--- src/include/dbfx_pkg.sv ---
package dbfx_pkg;

  localparam logic [1:0] HTRANS_IDLE = 2'h0;
  localparam logic [2:0] HSIZE_BYTE = 3'h0;
  localparam logic [2:0] HSIZE_HALF = 3'h1;
  localparam logic [5:0] CONT_BYTE_W = 6'h08;
  localparam logic [5:0] CONT_HALF_W = 6'h10;
  localparam logic [5:0] CONT_WORD_W = 6'h20;

  localparam int EXT_SEL_BIT = 28;
  localparam int LSB_HI = 27;
  localparam int LSB_LO = 23;
  localparam int WID_HI = 22;
  localparam int WID_LO = 19;
  localparam int SLOT_BITS = 12;
  localparam int PERIPH_SLOTS = 129;

  localparam logic [31:0] EXT_STRIP_MASK = 32'hE007_FFFF;
  localparam logic [31:0] PLAIN_LO = 32'h4000_0000;
  localparam logic [31:0] PLAIN_HI = 32'h4007_FFFF;
  localparam logic [31:0] ILL1_LO = 32'h4008_0000;
  localparam logic [31:0] ILL1_HI = 32'h400F_EFFF;
  localparam logic [31:0] GPIO_STD_LO = 32'h400F_F000;
  localparam logic [31:0] GPIO_STD_HI = 32'h400F_FFFF;
  localparam logic [31:0] ILL2_LO = 32'h4010_0000;
  localparam logic [31:0] ILL2_HI = 32'h43FF_FFFF;
  localparam logic [31:0] DEC_LOGIC_LO = 32'h4400_0000;
  localparam logic [31:0] DEC_LOGIC_HI = 32'h4FFF_FFFF;
  localparam logic [31:0] DEC_FIELD_LO = 32'h5000_0000;
  localparam logic [31:0] DEC_FIELD_HI = 32'h5FFF_FFFF;
  localparam logic [31:0] GPIO_ALIAS_BASE = 32'h4000_F000;
  localparam logic [31:0] RDATA_RST = 32'h0000_0000;

  typedef enum logic [2:0] {
    RG_OTHER,
    RG_PLAIN,
    RG_GPIO,
    RG_ILLEGAL,
    RG_DEC_LOGIC,
    RG_DEC_FIELD
  } dbfx_region_t;

  typedef enum logic [2:0] {
    ST_PASS,
    ST_EXT_MASK,
    ST_EXT_OUT,
    ST_ERR_FIRST,
    ST_ERR_LAST
  } dbfx_state_t;

endpackage

--- src/include/dbfx_ext_if.sv ---
`timescale 1ns/1ns
`default_nettype none
interface dbfx_ext_if;
  logic [4:0] lsb;
  logic [3:0] wcode;
  logic [2:0] size;
  logic [1:0] lane;
  logic [31:0] rdata;
  logic [31:0] held;
  logic [31:0] masked;
  logic [31:0] justified;

  modport ctrl (
    output lsb, wcode, size, lane, rdata, held,
    input masked, justified
  );
  modport unit (
    input lsb, wcode, size, lane, rdata, held,
    output masked, justified
  );
endinterface
`default_nettype wire

--- src/dbfx_extract_unit.sv ---
`timescale 1ns/1ns
`default_nettype none
module dbfx_extract_unit
  import dbfx_pkg::*;
(
  // Extract datapath
  dbfx_ext_if.unit ext
);
  logic [31:0] cont;
  logic [31:0] mask;
  logic [5:0] cwidth;
  logic [5:0] top;

  always_comb begin
    if (ext.size == HSIZE_BYTE) begin
      cont = (ext.rdata >> {ext.lane, 3'h0}) & 32'h0000_00FF;
      cwidth = CONT_BYTE_W;
    end else if (ext.size == HSIZE_HALF) begin
      cont = (ext.rdata >> {ext.lane[1], 4'h0}) & 32'h0000_FFFF;
      cwidth = CONT_HALF_W;
    end else begin
      cont = ext.rdata;
      cwidth = CONT_WORD_W;
    end
  end

  assign top = {1'b0, ext.lsb} + {2'h0, ext.wcode};

  for (genvar i = 0; i < 32; i++) begin : g_mask
    assign mask[i] = (6'(i) >= {1'b0, ext.lsb}) && (6'(i) <= top) && (6'(i) < cwidth);
  end

  assign ext.masked = cont & mask;
  assign ext.justified = ext.held >> ext.lsb;
endmodule
`default_nettype wire

--- src/dbfx_bridge.sv ---
`timescale 1ns/1ns
`default_nettype none
module dbfx_bridge
  import dbfx_pkg::*;
(
  // Clock and reset
  input wire logic clk_i,
  input wire logic rst_i,
  // Master side AHB
  input wire logic [31:0] m_haddr_i,
  input wire logic [1:0] m_htrans_i,
  input wire logic m_hwrite_i,
  input wire logic [2:0] m_hsize_i,
  input wire logic [31:0] m_hwdata_i,
  output logic [31:0] m_hrdata_o,
  output logic m_hready_o,
  output logic m_hresp_o,
  // Slave side AHB
  output logic [31:0] s_haddr_o,
  output logic [1:0] s_htrans_o,
  output logic s_hwrite_o,
  output logic [2:0] s_hsize_o,
  output logic [31:0] s_hwdata_o,
  output logic s_hready_o,
  output logic s_decor_o,
  input wire logic [31:0] s_hrdata_i,
  input wire logic slave_side_ready_i,
  input wire logic s_hresp_i
);

  // Address map decode of one master address.
  // peripheral slot map
  function automatic dbfx_region_t region_of(input logic [31:0] a);
    dbfx_region_t r;
    r = RG_OTHER;
    if (a >= PLAIN_LO && a <= PLAIN_HI) begin
      r = RG_PLAIN;
    end else if (a >= ILL1_LO && a <= ILL1_HI) begin
      r = RG_ILLEGAL;
    end else if (a >= GPIO_STD_LO && a <= GPIO_STD_HI) begin
      r = RG_GPIO;
    end else if (a >= ILL2_LO && a <= ILL2_HI) begin
      r = RG_ILLEGAL;
    end else if (a >= DEC_LOGIC_LO && a <= DEC_LOGIC_HI) begin
      r = RG_DEC_LOGIC;
    end else if (a >= DEC_FIELD_LO && a <= DEC_FIELD_HI) begin
      r = RG_DEC_FIELD;
    end
    return r;
  endfunction

  dbfx_state_t st_r;
  logic [4:0] lsb_r;
  logic [3:0] wcode_r;
  logic [2:0] size_r;
  logic [1:0] lane_r;
  logic [31:0] masked_r;

  dbfx_region_t region;
  logic active;
  logic accept;
  logic is_extract;
  logic is_illegal;

  dbfx_ext_if ext ();

  dbfx_extract_unit u_extract (
    .ext(ext)
  );

  assign region = region_of(m_haddr_i);
  assign active = m_htrans_i[1];
  assign accept = active && m_hready_o;

  assign is_extract = (region == RG_DEC_FIELD) && m_haddr_i[EXT_SEL_BIT] && !m_hwrite_i;

  assign is_illegal = (region == RG_ILLEGAL);

  assign ext.lsb = lsb_r;
  assign ext.wcode = wcode_r;
  assign ext.size = size_r;
  assign ext.lane = lane_r;
  assign ext.rdata = s_hrdata_i;
  assign ext.held = masked_r;

  always_comb begin
    case (st_r)
      ST_PASS: begin
        m_hready_o = slave_side_ready_i;
        m_hresp_o = s_hresp_i;
      end
      ST_EXT_MASK: begin
        m_hready_o = 1'b0;
        m_hresp_o = s_hresp_i;
      end
      ST_EXT_OUT: begin
        m_hready_o = 1'b1;
        m_hresp_o = 1'b0;
      end
      ST_ERR_FIRST: begin
        m_hready_o = 1'b0;
        m_hresp_o = 1'b1;
      end
      default: begin
        m_hready_o = 1'b1;
        m_hresp_o = 1'b1;
      end
    endcase
  end

  always_comb begin
    if (st_r == ST_EXT_OUT) begin
      m_hrdata_o = ext.justified;
    end else begin
      m_hrdata_o = s_hrdata_i;
    end
  end

  assign s_hready_o = m_hready_o;
  assign s_hwdata_o = m_hwdata_i;
  assign s_hsize_o = m_hsize_i;

  // Slave address phase; idle unless an accepted legal transfer.
  always_comb begin
    s_haddr_o = m_haddr_i;
    s_htrans_o = HTRANS_IDLE;
    s_hwrite_o = 1'b0;
    s_decor_o = 1'b0;
    if (accept && !is_illegal) begin
      s_htrans_o = m_htrans_i;
      s_hwrite_o = m_hwrite_i;
      if (is_extract) begin
        s_haddr_o = m_haddr_i & EXT_STRIP_MASK;
        s_hwrite_o = 1'b0;
      end else if (region == RG_GPIO) begin
        s_haddr_o = {GPIO_ALIAS_BASE[31:SLOT_BITS], m_haddr_i[SLOT_BITS-1:0]};
      end else if (region == RG_DEC_LOGIC || region == RG_DEC_FIELD) begin
        s_decor_o = 1'b1;
      end
    end
  end

  always_ff @(posedge clk_i or posedge rst_i) begin
    if (rst_i) begin
      lsb_r <= 5'h00;
      wcode_r <= 4'h0;
      size_r <= 3'h0;
      lane_r <= 2'h0;
    end else if (accept && is_extract) begin
      lsb_r <= m_haddr_i[LSB_HI:LSB_LO];
      wcode_r <= m_haddr_i[WID_HI:WID_LO];
      size_r <= m_hsize_i;
      lane_r <= m_haddr_i[1:0];
    end
  end

  always_ff @(posedge clk_i or posedge rst_i) begin
    if (rst_i) begin
      masked_r <= RDATA_RST;
    end else if (st_r == ST_EXT_MASK && slave_side_ready_i) begin
      masked_r <= ext.masked;
    end
  end

  // Sequencer for the extract pipeline and the error response.
  always_ff @(posedge clk_i or posedge rst_i) begin
    if (rst_i) begin
      st_r <= ST_PASS;
    end else begin
      case (st_r)
        ST_EXT_MASK: begin
          if (slave_side_ready_i && s_hresp_i) begin
            st_r <= ST_PASS;
          end else if (slave_side_ready_i) begin
            st_r <= ST_EXT_OUT;
          end
        end
        ST_ERR_FIRST: begin
          st_r <= ST_ERR_LAST;
        end
        default: begin
          if (accept && is_illegal) begin
            st_r <= ST_ERR_FIRST;
          end else if (accept && is_extract) begin
            st_r <= ST_EXT_MASK;
          end else begin
            st_r <= ST_PASS;
          end
        end
      endcase
    end
  end
endmodule
`default_nettype wire

--- config.mk ---
export PLATFORM = sky130hd
export DESIGN_NAME = dbfx_bridge
export DESIGN_NICKNAME = d
export VERILOG_FILES = /design/src/include/dbfx_pkg.sv /design/src/include/dbfx_ext_if.sv /design/src/dbfx_extract_unit.sv /design/src/dbfx_bridge.sv
export SDC_FILE = /design/constraint.sdc
export NUM_CORES = 1
export LEC_CHECK = 0
export ABC_AREA = 1
export BUFFER_PORTS_ARGS = -buffer_cell sky130_fd_sc_hd__buf_4
export CORE_ASPECT_RATIO = 1.4
export CORE_UTILIZATION = 43
export CTS_BUF_LIST = sky130_fd_sc_hd__clkbuf_8
export CTS_CLUSTER_DIAMETER = 60
export DETAILED_ROUTE_END_ITERATION = 6
export HOLD_SLACK_MARGIN = 0.15
export PLACE_DENSITY_LB_ADDON = 0.05
export SYNTH_ARGS = -nofsm -noshare
export SYNTH_HDL_FRONTEND = slang
export SYNTH_SLANG_ARGS = --single-unit
--- constraint.sdc ---
create_clock -name clk_i -period 2.72 [get_ports clk_i]
set_clock_uncertainty 0.05 [all_clocks]
set_input_delay 0.272 -clock clk_i [delete_from_list [all_inputs] [get_ports clk_i]]
set_output_delay 0.272 -clock clk_i [all_outputs]
set_load 0.02 [all_outputs]
==> out/metrics.yaml <==
clocking:
  clock-sinks: 49
  tritoncts: "built"
  htreeDepth: 2
  cts_inserted_buffers: 5
  clk_pin_slew_ps: 100
  insertion_delay_ps: 320
  root_buffer: "clkbuf_8"
  cts_buffer_depth: 2
drt:
  first_iter_violations: 472
  post-route-drc-count: 0
  drt-total-wl_mm: 23.8
  wl_per_cell_um: 19.2
  final_antenna_net_count: 0
  dr_total_vias: 6820
  viasPerCell: 5.51
  drtPass1Iterations: 5
synthesis:
  synth_flop_cell: "dfrtp_1"
  synthCells: 988
  ys_warn_count: 0
  synth-seq-area-share_pct: 20.8
  async_flop_share_pct: 100
  synth_edf_count: 0
  syn_area_per_cell_um2: 5.96
  synth.distinct_cells: 49
  ys_ff_latch: 49
  synth_nets: 1099
  synth_area_um2: 5890
floorplan:
  start_util_pct: 44.0
  die-width_um: 101
  die_h_um: 140
  die-area_um2: 14200
  rows: 50
  coreArea_um2: 13400
  io_pins: 212
setup_path:
  worstPathCellList: "buf_4 > o21ai_1 > nand2_1 > nand3_1 > nand2_1 > nand2_1 > o21ai_0 > nand2_1 > o21ai_0 > buf_4"
  path_class: "register to output pin"
  cp.buffers_inverters: 2
  cp.required_ps: 2400
  worstSetupStartpointType: "register"
  cp-end-kind: "output pin"
  cp_slowest_cell: "dfrtp_2"
  cp_max_fo: 8
  crit_family: "compound AO/OA/AOI/OAI gates"
  crit_top_cell: "nand2_1"
  cp_slowest_stage_delay_ps: 490
  arrival_ps: 2260
power:
  pwr-share-clk_pct: 12.5
  ir_drop_mv: 0.244
  p_switching_mw: 1.99
  p_int_mw: 1.85
  pwr-share-seq_pct: 27.1
  p_sw_share_pct: 51.9
  comb_power_share_pct: 60.3
  p_per_area_nw_per_um2: 566
  leakage_nw: 3.46
global_route:
  grt_max_degree: 50
  grt_pass1_wl_mm: 36.2
  antenna_found_initial: 0
  grt_pass1_vias: 6586
  grtUsageTotal_pct: 34.3
  grt_overflow: 0
finish:
  syn_to_final_growth_pct: 15.3
  ff_latch_area_um2: 1230
  fin_area_um2: 6790
  fin_util_pct: 50.7
  fillers: 1528
  multiInputGateArea_um2: 3570
  drive_above_1_share_pct: 23.2
  num_antenna_cells: 0
  mostFrequentLayoutCells: "nand2_1, buf_4, nand3_1"
  fin_nets: 1165
  final_common_cell: "nand2_1"
timing:
  fmax_mhz: 388
  rsz0062_at_grt: "true"
  worst_pin_slew_ps: 1050
  max_slew_margin_pct: 30.1
  fin_crit_sh_pct: 94.8
  min_period_ps: 2580
  setup_violations: 0
  hold_viol_final: 0
  slew_viol_final: 0
outcome:
  outcome: "complete, no violations"
placement:
  hpwl_mm: 19.6
  routabilityCongestion: 0.985
  numPortBuffers: 127
  post_dp_cell_area_um2: 6610
flow_run:
  max_cap_viol_count: 0
min_path:
  hp-class: "input port to asynchronous set/reset pin"
-- per-layer routing --
layer	track usage [%]	part of all wire [%]	up-vias
met5	0	0	-
met2	59.2	50	330
met1	38.5	37	3091
met4	24.6	8.0	0
li1	-	-	3289
met3	4.29	5.8	110
-- synthesized netlist by cell type, types with 4 or more instances --
cell type,count,area (um2)
a21oi_1,32,160
buf_2,22,110
buf_4,51,383
buf_6,8,90.1
clkbuf_1,16,60.1
dfrtp_1,49,1230
ha_1,4,50.1
inv_1,94,353
inv_2,18,67.6
nand2_1,276,1040
nand2_2,12,75.1
nand2_4,4,45.0
nand3_1,97,485
nand4_1,11,68.8
nor2_1,81,304
nor2_2,6,37.5
nor2_4,8,90.1
nor3_1,7,35.0
o211ai_1,7,52.6
o21ai_0,74,370
o21ai_1,42,210
o21ai_2,10,87.6
o22ai_1,14,87.6
or2_2,4,25.0
-- worst reg2reg max path, stage by stage, from the launching register on --
cell     delay, ps
dfrtp_2        490
buf_4          170
ha_1           220
fa_1           430
nand2_1         80
nand2_1         50
nand2_1         70
nand3_1         80
nand2_2        160
nand2_8        110
nor2_2         190
inv_1           80
nand3_1         80
o21ai_1         70
-- logic make-up after synthesis --
| group | count (synthesis) | synth area share, % |
|---|---|---|
| AND/OR/NAND/NOR | 520 | 39.8 |
| AO/OA/AOI/OAI | 197 | 19.0 |
| adder cells (fa/ha/maj) | 5 | 1.19 |
| buffers and inverters | 215 | 18.6 |
| multiplexers | 1 | 0.382 |
| flip-flops | 49 | 20.8 |
| XOR/XNOR | 1 | 0.276 |
-- path summary, 6_finish.rpt --
| path | slack [ps] | cells past startpoint | from | to |
|---|---|---|---|---|
| max in group asynchronous | 1770 | 2 | rst_i | ext.lsb[0] |
| min in group clk_i | 170 | 3 | m_haddr_i[20] | ext.wcode[1] |
| worst min-delay path | 150 | 2 | rst_i | ext.wcode[3] |
| worst min register to register | 450 | 2 | ext.wcode[2] | ext.wcode[2] |
| worst max-delay path | 140 | 10 | ext.lsb[0] | m_hrdata_o[22] |
| worst max register to register | 260 | 13 | ext.lsb[0] | ext.held[8] |
-- area by class of cell --
cell class,count,share of cell area (%)
Sequential cell,49,18.1
Clock buffer,5,1.01
Inverter,115,6.47
Clock inverter,3,0.424
Multi-Input combinational cell,724,52.6
Tap cell,182,3.36
Timing Repair Buffer,159,18.0
-- power by group through the flow --
stage / Clock [mW] / Sequential, mW / Combinational (mW)
6_report: 0.482 / 1.04 / 2.32
5_1_grt: 0.523 / 1.06 / 2.55
4_1_cts: 0.497 / 1.04 / 2.27
3_5_place_dp: 0 / 1.05 / 2.26
3_3_place_gp: 0 / 1.05 / 2.26
2_1_floorplan: 0 / 0.960 / 1.70
-- state kept, by name, indices dropped and copies added (netlist names) --
name	count
ext.wcode	4
ext.lsb	5
ext.held	32
st_r	3
ext.lane	2
ext.size	3
-- metrics by stage --
step                worst slack (ps)  hold WS, ps  setup TNS (ps)  total power [mW]  std cells
floorplan                        713          332               0              2.66        988
global placement                 288          429               0              3.31       1222
detailed placement               286          433               0              3.31       1222
CTS                             80.8          163               0              3.81       1235
global route                   -14.7          167           -14.7              4.13       1237
finish                           142          149               0              3.84       1237
-- what timing repair did --
item | CTS | global route
cloned | 0 | 0
resized for setup | 1 | 7
setup buffers | 0 | 2
setup endpoints to repair | 3 | 14
hold buffers | 5 | 0
hold endpoints to repair | 5 | 0
Note: power is estimated with default switching activity, not from simulation.
